`config.mk`:
```
export PLATFORM = sky130hd
export DESIGN_NAME = mps_sequencer
export DESIGN_NICKNAME = d
export VERILOG_FILES = /design/src/rtl/mps_sync.v /design/src/rtl/mps_lowqual.v /design/src/rtl/mps_sequencer.v
export VERILOG_INCLUDE_DIRS = /design/src /design/src/rtl
export SDC_FILE = /design/constraint.sdc
export NUM_CORES = 1
export LEC_CHECK = 0
export ABC_AREA = 1
export BUFFER_PORTS_ARGS = -buffer_cell sky130_fd_sc_hd__buf_4
export CORE_ASPECT_RATIO = 0.75
export CORE_MARGIN = 3
export CORE_UTILIZATION = 43
export CTS_CLUSTER_SIZE = 14
export DETAILED_ROUTE_END_ITERATION = 12
export GPL_ROUTABILITY_DRIVEN = 0
export GPL_TIMING_DRIVEN = 0
export SYNTH_ARGS = -nofsm -noshare
export SYNTH_HDL_FRONTEND = slang
export SYNTH_HIERARCHICAL = 1
export SYNTH_SLANG_ARGS = --single-unit
```
`constraint.sdc`:
```
create_clock -name i_ref_clk -period 3.2 [get_ports i_ref_clk]
set_input_delay 0.64 -clock i_ref_clk [delete_from_list [all_inputs] [get_ports i_ref_clk]]
set_output_delay 0.64 -clock i_ref_clk [all_outputs]
set_load 0.005 [all_outputs]
```
`src/rtl/mps_consts.vh`:
```
// Constants for the module power-state sequencer
`ifndef MPS_CONSTS_VH
`define MPS_CONSTS_VH
`define MPS_LPS_WAKE_PINS   3'h5
`define MPS_USB_WAKE_ON     2'h0
`define MPS_FUN_FAST_OFF    5'h0A
`define MPS_FUN_SAFE_OFF    5'h0B
`define MPS_FUN_REBOOT      5'h10
`define MPS_PINFN_WAKE      2'h1
`define MPS_PINFN_FAST_OFF  2'h2
`define MPS_PINFN_SAFE_OFF  2'h3
`define MPS_QUAL_ON         32'd1000
`define MPS_QUAL_WAKE       32'd100
`define MPS_QUAL_OFF        32'd2000
`define MPS_QUAL_RST        32'd1000
`define MPS_SUPPLY_QUAL     32'd16
`define MPS_SEQ_CYCLES      32'd8
`endif

```
`src/rtl/mps_sync.v`:
```
// Two-flop synchroniser with rising edge detect on the settled copy
`timescale 1ns/1ps
module mps_sync #(
  parameter RESET_VAL = 1'b1
) (
  input  wire i_ref_clk,
  input  wire i_reset_n,
  input  wire i_async,
  output wire o_level,
  output wire o_rise
);
  reg meta;
  reg sync;
  reg prev;
  always @(posedge i_ref_clk) begin
    if (!i_reset_n) begin
      meta <= RESET_VAL;
      sync <= RESET_VAL;
      prev <= RESET_VAL;
    end else begin
      meta <= i_async;
      sync <= meta;
      prev <= sync;
    end
  end
  assign o_level = sync;
  assign o_rise  = sync & ~prev;
endmodule // mps_sync

```
`src/rtl/mps_lowqual.v`:
```
// Counts how long an input stays low; pulses once when the count is reached
`timescale 1ns/1ps
module mps_lowqual #(
  parameter CW = 16
) (
  input  wire          i_ref_clk,
  input  wire          i_reset_n,
  input  wire          i_low,
  input  wire [CW-1:0] i_limit,
  output wire          o_hit,
  output wire          o_held
);
  reg [CW-1:0] cnt;
  reg          done;
  wire         reach = i_low && !done && (cnt >= i_limit - 1'b1);
  always @(posedge i_ref_clk) begin
    if (!i_reset_n) begin
      cnt  <= {CW{1'b0}};
      done <= 1'b0;
    end else if (!i_low) begin
      cnt  <= {CW{1'b0}};
      done <= 1'b0;
    end else if (reach) begin
      done <= 1'b1;
    end else if (!done) begin
      cnt <= cnt + 1'b1;
    end
  end
  assign o_hit  = reach;
  assign o_held = done;
endmodule // mps_lowqual

```
`src/rtl/mps_sequencer.v`:
```
// Power-state sequencer: switch-on, deep-sleep wake, switch-off grades and resets
// Summary of operation
// - From unpowered, switch on when supply good and key held low long enough.
// - From power-off with supply, switch on on qualified key-low.
// - Key input reads high when undriven, via internal pull-up.
// - In deep-sleep, qualified key-low for wake period wakes the device.
// - Low power setting 5 lets wake pin rising edges wake deep-sleep.
// - USB sleep setting 0 lets a USB resume wake deep-sleep.
// - Key tied low switches on one on-qualification period after supply is qualified.
// - Key tied low: graceful off, then only restart pin switches on.
// - Key tied low: deep-sleep wakes only by wake pins or USB resume.
// - Graceful off saves settings, detaches; by command or long key-low.
// - Fast emergency off saves settings only; command 10 or configured pin edge.
// - Memory-safe off blocks flash; command 11 or configured pin edge.
// - Supply loss gives abrupt shutdown, no save, no detach.
// - Function command 16 saves, detaches, then reboots.
// - Qualified restart pin low restarts power unit from on or deep-sleep, no save, no detach; from power-off it switches on directly.
// - Interface rail on only while switched on and awake, and through the save and detach steps.
`timescale 1ns/1ps
`include "mps_consts.vh"
module mps_sequencer #(
  parameter CW          = 16,
  parameter QUAL_ON     = `MPS_QUAL_ON,
  parameter QUAL_WAKE   = `MPS_QUAL_WAKE,
  parameter QUAL_OFF    = `MPS_QUAL_OFF,
  parameter QUAL_RST    = `MPS_QUAL_RST,
  parameter SUPPLY_QUAL = `MPS_SUPPLY_QUAL,
  parameter SEQ_CYCLES  = `MPS_SEQ_CYCLES
) (
  input  wire       i_ref_clk,
  input  wire       i_reset_n,
  input  wire       i_supply_good,
  input  wire       i_power_key_pin,
  input  wire       i_restart_pin_n,
  input  wire       i_wake_pin_a,
  input  wire       i_wake_pin_b,
  input  wire       i_usb_resume,
  input  wire [2:0] i_low_power_setting,
  input  wire [1:0] i_usb_sleep_setting,
  input  wire [1:0] i_wake_pin_a_func,
  input  wire [1:0] i_wake_pin_b_func,
  input  wire       i_sleep_req,
  input  wire       i_graceful_off_cmd,
  input  wire       i_function_level_cmd,
  input  wire [4:0] i_function_level,
  output reg        o_unpowered,
  output reg        o_power_off,
  output reg        o_on,
  output reg        o_deep_sleep,
  output reg        o_busy,
  output reg        o_iface_rail_en,
  output reg        o_save_settings,
  output reg        o_net_detach,
  output reg        o_flash_block,
  output reg        o_pmu_restart,
  output reg        o_key_pullup_en
);
  ////////////////////////////////////////////////////////////////////////////
  localparam [6:0] ST_UNPWR = 7'h01;
  localparam [6:0] ST_OFF   = 7'h02;
  localparam [6:0] ST_ON    = 7'h04;
  localparam [6:0] ST_SLEEP = 7'h08;
  localparam [6:0] ST_SAVE  = 7'h10;
  localparam [6:0] ST_DTCH  = 7'h20;
  localparam [6:0] ST_RBOOT = 7'h40;

  localparam [CW-1:0] LIM_ON    = QUAL_ON[CW-1:0];
  localparam [CW-1:0] LIM_WAKE  = QUAL_WAKE[CW-1:0];
  localparam [CW-1:0] LIM_OFF   = QUAL_OFF[CW-1:0];
  localparam [CW-1:0] LIM_RST   = QUAL_RST[CW-1:0];
  localparam [CW-1:0] LIM_SUP   = SUPPLY_QUAL[CW-1:0];
  localparam [CW-1:0] LIM_SEQ   = SEQ_CYCLES[CW-1:0];

  ////////////////////////////////////////////////////////////////////////////
  // Every pin crosses in through two flops before any decision
  wire key_lvl, rst_lvl, sup_lvl;
  wire a_rise, b_rise, usb_rise;
  mps_sync #(.RESET_VAL(1'b1)) u_key (
    .i_ref_clk (i_ref_clk),
    .i_reset_n (i_reset_n),
    .i_async   (i_power_key_pin),
    .o_level   (key_lvl),
    .o_rise    ()
  );
  mps_sync #(.RESET_VAL(1'b1)) u_rst (
    .i_ref_clk (i_ref_clk),
    .i_reset_n (i_reset_n),
    .i_async   (i_restart_pin_n),
    .o_level   (rst_lvl),
    .o_rise    ()
  );
  mps_sync #(.RESET_VAL(1'b0)) u_sup (
    .i_ref_clk (i_ref_clk),
    .i_reset_n (i_reset_n),
    .i_async   (i_supply_good),
    .o_level   (sup_lvl),
    .o_rise    ()
  );
  mps_sync #(.RESET_VAL(1'b0)) u_usb (
    .i_ref_clk (i_ref_clk),
    .i_reset_n (i_reset_n),
    .i_async   (i_usb_resume),
    .o_level   (),
    .o_rise    (usb_rise)
  );
  mps_sync #(.RESET_VAL(1'b0)) u_wa (
    .i_ref_clk (i_ref_clk),
    .i_reset_n (i_reset_n),
    .i_async   (i_wake_pin_a),
    .o_level   (),
    .o_rise    (a_rise)
  );
  mps_sync #(.RESET_VAL(1'b0)) u_wb (
    .i_ref_clk (i_ref_clk),
    .i_reset_n (i_reset_n),
    .i_async   (i_wake_pin_b),
    .o_level   (),
    .o_rise    (b_rise)
  );

  ////////////////////////////////////////////////////////////////////////////
  // Low-level qualifiers; supply qualifier needs supply good for SUPPLY_QUAL cycles and drops at once on any dip
  wire on_hit, wake_hit, off_hit, rst_hit, sup_ok, key_held;
  mps_lowqual #(.CW(CW)) u_q_on (
    .i_ref_clk (i_ref_clk),
    .i_reset_n (i_reset_n),
    .i_low     (~key_lvl & sup_ok),
    .i_limit   (LIM_ON),
    .o_hit     (on_hit),
    .o_held    (key_held)
  );
  mps_lowqual #(.CW(CW)) u_q_wk (
    .i_ref_clk (i_ref_clk),
    .i_reset_n (i_reset_n),
    .i_low     (~key_lvl),
    .i_limit   (LIM_WAKE),
    .o_hit     (wake_hit),
    .o_held    ()
  );
  mps_lowqual #(.CW(CW)) u_q_of (
    .i_ref_clk (i_ref_clk),
    .i_reset_n (i_reset_n),
    .i_low     (~key_lvl),
    .i_limit   (LIM_OFF),
    .o_hit     (off_hit),
    .o_held    ()
  );
  mps_lowqual #(.CW(CW)) u_q_rs (
    .i_ref_clk (i_ref_clk),
    .i_reset_n (i_reset_n),
    .i_low     (~rst_lvl),
    .i_limit   (LIM_RST),
    .o_hit     (rst_hit),
    .o_held    ()
  );
  mps_lowqual #(.CW(CW)) u_q_sp (
    .i_ref_clk (i_ref_clk),
    .i_reset_n (i_reset_n),
    .i_low     (sup_lvl),
    .i_limit   (LIM_SUP),
    .o_hit     (),
    .o_held    (sup_ok)
  );

  ////////////////////////////////////////////////////////////////////////////
  // Wake pin events decoded by the configured function of each pin
  wire pin_wake = (a_rise && i_wake_pin_a_func == `MPS_PINFN_WAKE) ||
                  (b_rise && i_wake_pin_b_func == `MPS_PINFN_WAKE);
  wire pin_fast = (a_rise && i_wake_pin_a_func == `MPS_PINFN_FAST_OFF) ||
                  (b_rise && i_wake_pin_b_func == `MPS_PINFN_FAST_OFF);
  wire pin_safe = (a_rise && i_wake_pin_a_func == `MPS_PINFN_SAFE_OFF) ||
                  (b_rise && i_wake_pin_b_func == `MPS_PINFN_SAFE_OFF);
  wire wake_by_pin = pin_wake && (i_low_power_setting == `MPS_LPS_WAKE_PINS);
  wire wake_by_usb = usb_rise && (i_usb_sleep_setting == `MPS_USB_WAKE_ON);
  wire cmd_fast   = i_function_level_cmd && i_function_level == `MPS_FUN_FAST_OFF;
  wire cmd_safe   = i_function_level_cmd && i_function_level == `MPS_FUN_SAFE_OFF;
  wire cmd_reboot = i_function_level_cmd && i_function_level == `MPS_FUN_REBOOT;

  ////////////////////////////////////////////////////////////////////////////
  reg [6:0]    state;
  reg [6:0]    next_state;
  reg [CW-1:0] seq_cnt;
  reg          do_detach;
  reg          do_reboot;
  reg          next_do_detach;
  reg          next_do_reboot;
  reg          tied_arm;
  wire         seq_done = (seq_cnt >= LIM_SEQ - 1'b1);

  always @* begin
    next_state     = state;
    next_do_detach = do_detach;
    next_do_reboot = do_reboot;
    case (state)
      ST_UNPWR: begin
        // A key already held low is counted only once supply is qualified, so a tied pin powers up one on period later
        if (on_hit) begin
          next_state = ST_ON;
        end
      end
      ST_OFF: begin
        // A key that was low before entering off must be released first
        if (rst_hit) begin
          next_state = ST_ON;
        end else if (on_hit) begin
          next_state = ST_ON;
        end
      end
      ST_ON: begin
        if (rst_hit) begin
          next_state = ST_RBOOT;
        end else if (cmd_safe || pin_safe) begin
          next_state = ST_OFF;
        end else if (i_graceful_off_cmd || (off_hit && !tied_arm)) begin
          next_state     = ST_SAVE;
          next_do_detach = 1'b1;
          next_do_reboot = 1'b0;
        end else if (cmd_reboot) begin
          next_state     = ST_SAVE;
          next_do_detach = 1'b1;
          next_do_reboot = 1'b1;
        end else if (cmd_fast || pin_fast) begin
          next_state     = ST_SAVE;
          next_do_detach = 1'b0;
          next_do_reboot = 1'b0;
        end else if (i_sleep_req) begin
          next_state = ST_SLEEP;
        end
      end
      ST_SLEEP: begin
        if (rst_hit) begin
          next_state = ST_RBOOT;
        end else if ((wake_hit && !tied_arm) || wake_by_pin || wake_by_usb) begin
          next_state = ST_ON;
        end
      end
      ST_SAVE: begin
        if (seq_done) begin
          next_state = do_detach ? ST_DTCH : ST_OFF;
        end
      end
      ST_DTCH: begin
        if (seq_done) begin
          next_state = do_reboot ? ST_RBOOT : ST_OFF;
        end
      end
      ST_RBOOT: begin
        if (seq_done && rst_lvl) begin
          next_state = ST_ON;
        end
      end
      default: begin
        next_state = ST_UNPWR;
      end
    endcase
    if (!sup_ok) begin
      next_state = ST_UNPWR;
    end
  end

  ////////////////////////////////////////////////////////////////////////////
  always @(posedge i_ref_clk) begin
    if (!i_reset_n) begin
      state     <= ST_UNPWR;
      seq_cnt   <= {CW{1'b0}};
      do_detach <= 1'b0;
      do_reboot <= 1'b0;
      tied_arm  <= 1'b0;
    end else begin
      state     <= next_state;
      do_detach <= next_do_detach;
      do_reboot <= next_do_reboot;
      if (next_state != state) begin
        seq_cnt <= {CW{1'b0}};
      end else if (!seq_done) begin
        seq_cnt <= seq_cnt + 1'b1;
      end
      // A key held from switch-on is treated as tied: it neither switches off nor wakes
      if (key_lvl) begin
        tied_arm <= 1'b0;
      end else if (next_state == ST_ON && state != ST_ON && (on_hit || key_held)) begin
        tied_arm <= 1'b1;
      end
    end
  end

  ////////////////////////////////////////////////////////////////////////////
  always @(posedge i_ref_clk) begin
    if (!i_reset_n) begin
      o_unpowered     <= 1'b1;
      o_power_off     <= 1'b0;
      o_on            <= 1'b0;
      o_deep_sleep    <= 1'b0;
      o_busy          <= 1'b0;
      o_iface_rail_en <= 1'b0;
      o_save_settings <= 1'b0;
      o_net_detach    <= 1'b0;
      o_flash_block   <= 1'b0;
      o_pmu_restart   <= 1'b0;
      o_key_pullup_en <= 1'b1;
    end else begin
      o_unpowered     <= next_state == ST_UNPWR;
      o_power_off     <= next_state == ST_OFF;
      o_on            <= next_state == ST_ON;
      o_deep_sleep    <= next_state == ST_SLEEP;
      o_busy          <= (next_state == ST_SAVE) || (next_state == ST_DTCH) || (next_state == ST_RBOOT);
      o_iface_rail_en <= (next_state == ST_ON) || (next_state == ST_SAVE) || (next_state == ST_DTCH);
      o_save_settings <= next_state == ST_SAVE;
      o_net_detach    <= next_state == ST_DTCH;
      if (next_state == ST_ON) begin
        o_flash_block <= 1'b0;
      end else if (state == ST_ON && (cmd_safe || pin_safe)) begin
        o_flash_block <= 1'b1;
      end
      o_pmu_restart   <= next_state == ST_RBOOT;
      o_key_pullup_en <= 1'b1;
    end
  end
endmodule // mps_sequencer

```
# Yosys cells after proc, flatten, opt, wreduce, memory -nomap -nowiden
# Cells that the tools add are included.
# W data, S select, Z words.
# word_totals
wordCells,180
regBits,136
inputBits,25
output_inout_bits,11
# classes
n_reduce_logical,60
order_cmp,6
n_mux,21
n_eq_ne,26
n_addsub,6
bitwise,21
# op_table
operator,count
$mux W7,15
$add A16 B1 Y16 const B,6
$pmux W7 S7,1
$ge A16 B10 Y1 const B,2
$logic_and A1 B1 Y1,27
$not A1 Y1,17
$ge A16 B11 Y1 const B,1
$ge A16 B3 Y1 const B,1
$ge A16 B4 Y1 const B,1
$ge A16 B7 Y1 const B,1
$eq A7 B1 Y1 const B,2
$eq A7 B2 Y1 const B,2
$eq A7 B3 Y1 const B,2
$eq A7 B4 Y1 const B,2
$eq A7 B5 Y1 const B,2
$eq A7 B6 Y1 const B,2
$eq A7 B7 Y1 const B,2
$reduce_and A2 Y1,7
$logic_or A1 B1 Y1,13
$eq A5 B4 Y1 const B,2
$eq A2 B2 Y1 const B,4
$reduce_or A2 Y1,4
$ne A7 B3 Y1 const B,1
$ne A7 B7 Y1,1
10 further kinds,22

# Depth between registers and ports, before layout
# logic_depth
depth_word,15
mapped_depth,31
mapped_depth_nobuf,29

# Modules after synthesis
# The synthesis kept the hierarchy.
# modules_own_cells
module,n_inst,area_per_inst_um2,cells_per_inst
mps_lowqual at u_q_of ...,4,1624.1,251
mps_sequencer,1,2125.8,310
mps_lowqual at u_q_rs,1,1595.3,246
mps_sync at u_sup ...,4,92.6,11
mps_sync at u_key ...,2,88.8,10

# Worst setup path before layout
# No wires, ideal clock.
# synth_timing
path_kind,reg-to-reg
startpoint,reg u_q_of.cnt[5]
endpoint,reg seq_cnt[14]
path_slack_ps,489
arrival_ps,2650
stages_incl_launch_ff,24
path_buffers,2
setup_ps,61
cell_sequence,dfxtp_1 ha_1 a21oi_1 o21a_1 nand2_1 nand2_1 nand2_2 nand2_4 buf_6 inv_1 a21oi_1 nand2_1 nor2_2 nand2_1 nand2_1 nand2_1 nand3_1 nand2_1 nand2_1 nand3_1 nor2_2 nand2_4 buf_12 nor2_4
# synth_via
elab_chain_cells,11
# synth_lines
item,line_no,rtl
from (decl),mps_lowqual.v:13,reg [CW-1:0] cnt;
from (signal assigned),mps_lowqual.v:18,cnt <= {CW{1'b0}};
from (signal assigned),mps_lowqual.v:21,cnt <= {CW{1'b0}};
from (signal assigned),mps_lowqual.v:26,cnt <= cnt + 1'b1;
$ge A16 B11 Y1,mps_lowqual.v:15,wire reach = i_low && !done && (cnt >= i_limit - 1'b1);
$logic_and A1 B1 Y1,mps_lowqual.v:15,
via off_hit,mps_sequencer.v:123,"wire on_hit, wake_hit, off_hit, rst_hit, sup_ok, key_held;"
$logic_and A1 B1 Y1,mps_sequencer.v:214,end else if (i_graceful_off_cmd || (off_hit && !tied_arm)) begin
$logic_or A1 B1 Y1,mps_sequencer.v:214,
$mux W7,mps_sequencer.v:214,
$mux W7,mps_sequencer.v:212,end else if (cmd_safe || pin_safe) begin
$mux W7,mps_sequencer.v:210,if (rst_hit) begin
$pmux W7 S7,mps_sequencer.v:194,case (state)
$mux W7,mps_sequencer.v:256,if (!sup_ok) begin
$ne A7 B7 Y1,mps_sequencer.v:273,if (next_state != state) begin
$reduce_or A2 Y1 (no line),-,
to (signal assigned),mps_sequencer.v:265,seq_cnt <= {CW{1'b0}};
to (signal assigned),mps_sequencer.v:274,seq_cnt <= {CW{1'b0}};
to (signal assigned),mps_sequencer.v:276,seq_cnt <= seq_cnt + 1'b1;
to (decl),mps_sequencer.v:182,reg [CW-1:0] seq_cnt;
# The timed path passes the listed nets, and every way through them passes these cells.
# A chain may end at the register's enable or synchronous reset.

# Worst setup path in the final report
# layout_timing
startpoint,reg u_q_on.cnt[3]
endpoint,reg seq_cnt[7]
# layout_via
elab_chain_cells,8
# layout_lines
item,line_no,rtl
from (decl),mps_lowqual.v:13,
from (signal assigned),mps_lowqual.v:18,
from (signal assigned),mps_lowqual.v:21,
from (signal assigned),mps_lowqual.v:26,
$ge A16 B10 Y1 (*),mps_lowqual.v:15,
$logic_and A1 B1 Y1 (*),mps_lowqual.v:15,
via on_hit,mps_sequencer.v:123,
$mux W7 (*),"mps_sequencer.v:197, mps_sequencer.v:205",
$mux W7,mps_sequencer.v:203,if (rst_hit) begin
$pmux W7 S7 (*),mps_sequencer.v:194,
$mux W7 (*),mps_sequencer.v:256,
$ne A7 B7 Y1 (*),mps_sequencer.v:273,
$reduce_or A2 Y1 (no line) (*),-,
# Mark *: on every way through the listed nets, which the timed path passes. The rest lies on a longest branch.

==> flow_summary.json <==
{
  "status": "complete, no violations",
  "whs_ps": 390.4,
  "register_area_sq_um": 2743,
  "start_kind": "flip-flop",
  "antenna_found_initial": 0,
  "postSynthAreaPerCell_sq_um": 6.619,
  "max_freq_mhz": 337.7,
  "initial_core_util": 0.4412,
  "setup.worst_path.start": "u_q_on/cnt[3]",
  "pwr-share-comb": 0.089,
  "die_h_microns": 142.3,
  "maxCapViolations": 0,
  "vias": 9763,
  "ir_drop_mv": 0.4107,
  "critPathCaptureType": "flip-flop",
  "fin_crit_ps": 2962,
  "htree_levels": 4,
  "drtIter0Drc": 600,
  "drive_above_1_share": 0.1407,
  "placed_cells": 2173,
  "grt_pass1_wl_mm": 39.77,
  "critical-path-max-stage-delay_ps": 420,
  "cp_max_fo": 10,
  "root_buffer": "clkbuf_16",
  "fin_nets": 1986,
  "grt_pass1_vias": 8449,
  "cts-buffers-inserted": 17,
  "critPathBufInv": 4,
  "leakagePower_uw": 0.006192,
  "finalNonFillerCells": 2214,
  "p_int_uw": 2941,
  "wl_mm": 22.91,
  "cp.arrival_ps": 3330,
  "drtPass1Iterations": 5,
  "rrSetupSlack_ps": 240,
  "cts_buffer_depth": 2,
  "crit_path_top_delay_cell": "dfxtp_1",
  "p_per_area_nw_per_um2": 310.5,
  "synth_cells": 1610,
  "die_w_microns": 187.8,
  "rows": 49,
  "slew_headroom": 0.6427,
  "via_per_inst": 4.410,
  "n_antenna_cell": 0,
  "swShare": 0.2593,
  "grt_max_degree": 27,
  "dieArea_sq_um": 26730,
  "min_path_type": "input pin to flip-flop",
  "rsz0062_at_grt": "no",
  "rr_endpoint": "seq_cnt[7]",
  "worstMarginPinSlew_ps": 535.9,
  "postCtsHoldBufs": 0,
  "overflow": 0,
  "multiInputGateArea_sq_um": 7564,
  "track_usage": 0.1772,
  "crit_type": "flip-flop to flip-flop",
  "cts.clk_slew.worst_paths_ps": 70,
  "crit_top_cell": "nand2_1",
  "antenna_left": 0,
  "skew_ps": 9.515,
  "port_buffers": 34,
  "yosysWarnings": 6,
  "hold_violations": 0,
  "crit_chain": "ha_1 > nand2_1 > nor2_1 > nor2_1 > nand2_1 > nand2_1 > nand2_1 > nand2_1 > nand2_2 > nand2_4 > buf_6 > inv_1 > inv_1 > nand4_1 > nand3_1 > nand2_1 > nand2_1 > nand2_1 > nand2_1 > nand3_1 > nor2_2 > nand2_4 > buf_12 > nor2_4",
  "core_region_area_sq_um": 24160,
  "pwr-share-clk": 0.480,
  "synth_area_sq_um": 10660,
  "area_growth_pct": 20.02,
  "drc_errors": 0,
  "setup_viol": 0,
  "fin_util": 0.5295,
  "r2r-start": "u_q_on/cnt[3]",
  "reg2reg_depth": 24,
  "io_pins": 36,
  "hp-start": "i_supply_good",
  "crit_family": "simple AND/OR/NAND/NOR gates",
  "power_frac_seq": 0.431,
  "power_uw": 3971,
  "hold_depth": 3,
  "p_sw_uw": 1030,
  "wl_per_cell_microns": 10.35,
  "post-route-period-util": 0.9255,
  "clock_sinks": 136,
  "clk_latency_ps": 430,
  "fillCellCount": 2463,
  "crit_required_ps": 3570,
  "drv_slew": 0,
  "tritoncts": "done",
  "dp.final_hpwl_mm": 17.78,
  "hold_path_end": "u_sup/meta"
}
area by class of cell:
class / instances / area share
plain buffers: 29 / 0.01996
clock buffers: 18 / 0.03434
clock inverters: 14 / 0.009783
inverters: 241 / 0.07093
multi-input cells: 1401 / 0.5914
flip-flops and latches: 136 / 0.2144
well taps: 331 / 0.03238
repair buffers: 44 / 0.02680
worst min-delay path, stage by stage:
cell and delay, ps:
buf_4 70, nand2_1 40, inv_1 40
stage by stage:
step	setup WS [ps]	TNS, ps	cell area [sq um]
2_1_floorplan	489.3	0	11400
3_3_place_gp	-272.5	-3413	12070
3_5_place_dp	-315.7	-4154	12070
4_1_cts	10.22	0	12650
5_1_grt	2.870	0	12790
6_report	238.5	0	12790
layout by cell type (no fill, tap or decap), drive strengths merged:
cell        n
nor2      295
xor2       26
nor4       15
nand3b     11
buf        72
ha         91
o21a        5
nand3     140
xnor2      36
nand2     390
conb      200
o21bai      2
nor3       18
o31a        1
clkbuf     19
a31o        1
a21oi     122
bufinv      1
nand4      21
clkinv      7
o31ai       1
dfxtp     136
mux2i       1
o21ai      17
and2        1
o211ai      3
o41ai       4
inv       244
clkinvlp    3
layer usage:
layer	up-vias	track usage	share of wire
met4	0	0.04025	0.0083
met3	13	0.03077	0.031
met2	132	0.2641	0.41
met1	4176	0.2662	0.55
met5	-	0	0
li1	5442	-	-
power by group through the flow:
stage	Combinational (uW)	Sequential [uW]	Clock (uW)
6_report	353	1710	1910
5_1_grt	419	1710	2030
4_1_cts	330	1710	1950
3_5_place_dp	326	1750	0
3_3_place_gp	321	1750	0
2_1_floorplan	266	1750	0
worst max path at each step:
stage,slack [ps],to,cells after the start
detailed placement,-320,seq_cnt[7],23
CTS,10,seq_cnt[7],23
global placement,-270,seq_cnt[7],23
floorplan,490,seq_cnt[14],23
global route,3,seq_cnt[11],24
finish,240,seq_cnt[7],24
sequential cells by signal, indices dropped and copies added (netlist names), 7 cells and up:
signal and flops:
seq_cnt 16, state 7, u_q_rs/cnt 16, u_q_on/cnt 16
u_q_wk/cnt 16, u_q_of/cnt 16, u_q_sp/cnt 16
repair_timing:
action                                  4_1_cts  5_1_grt
buffers inserted                              1        9
pin swaps                                     2        9
gates cloned                                  0        0
endpoints found under the setup margin       17       17
gates resized for setup                       5       24
No activity file was read; power rests on OpenSTA's default activity.
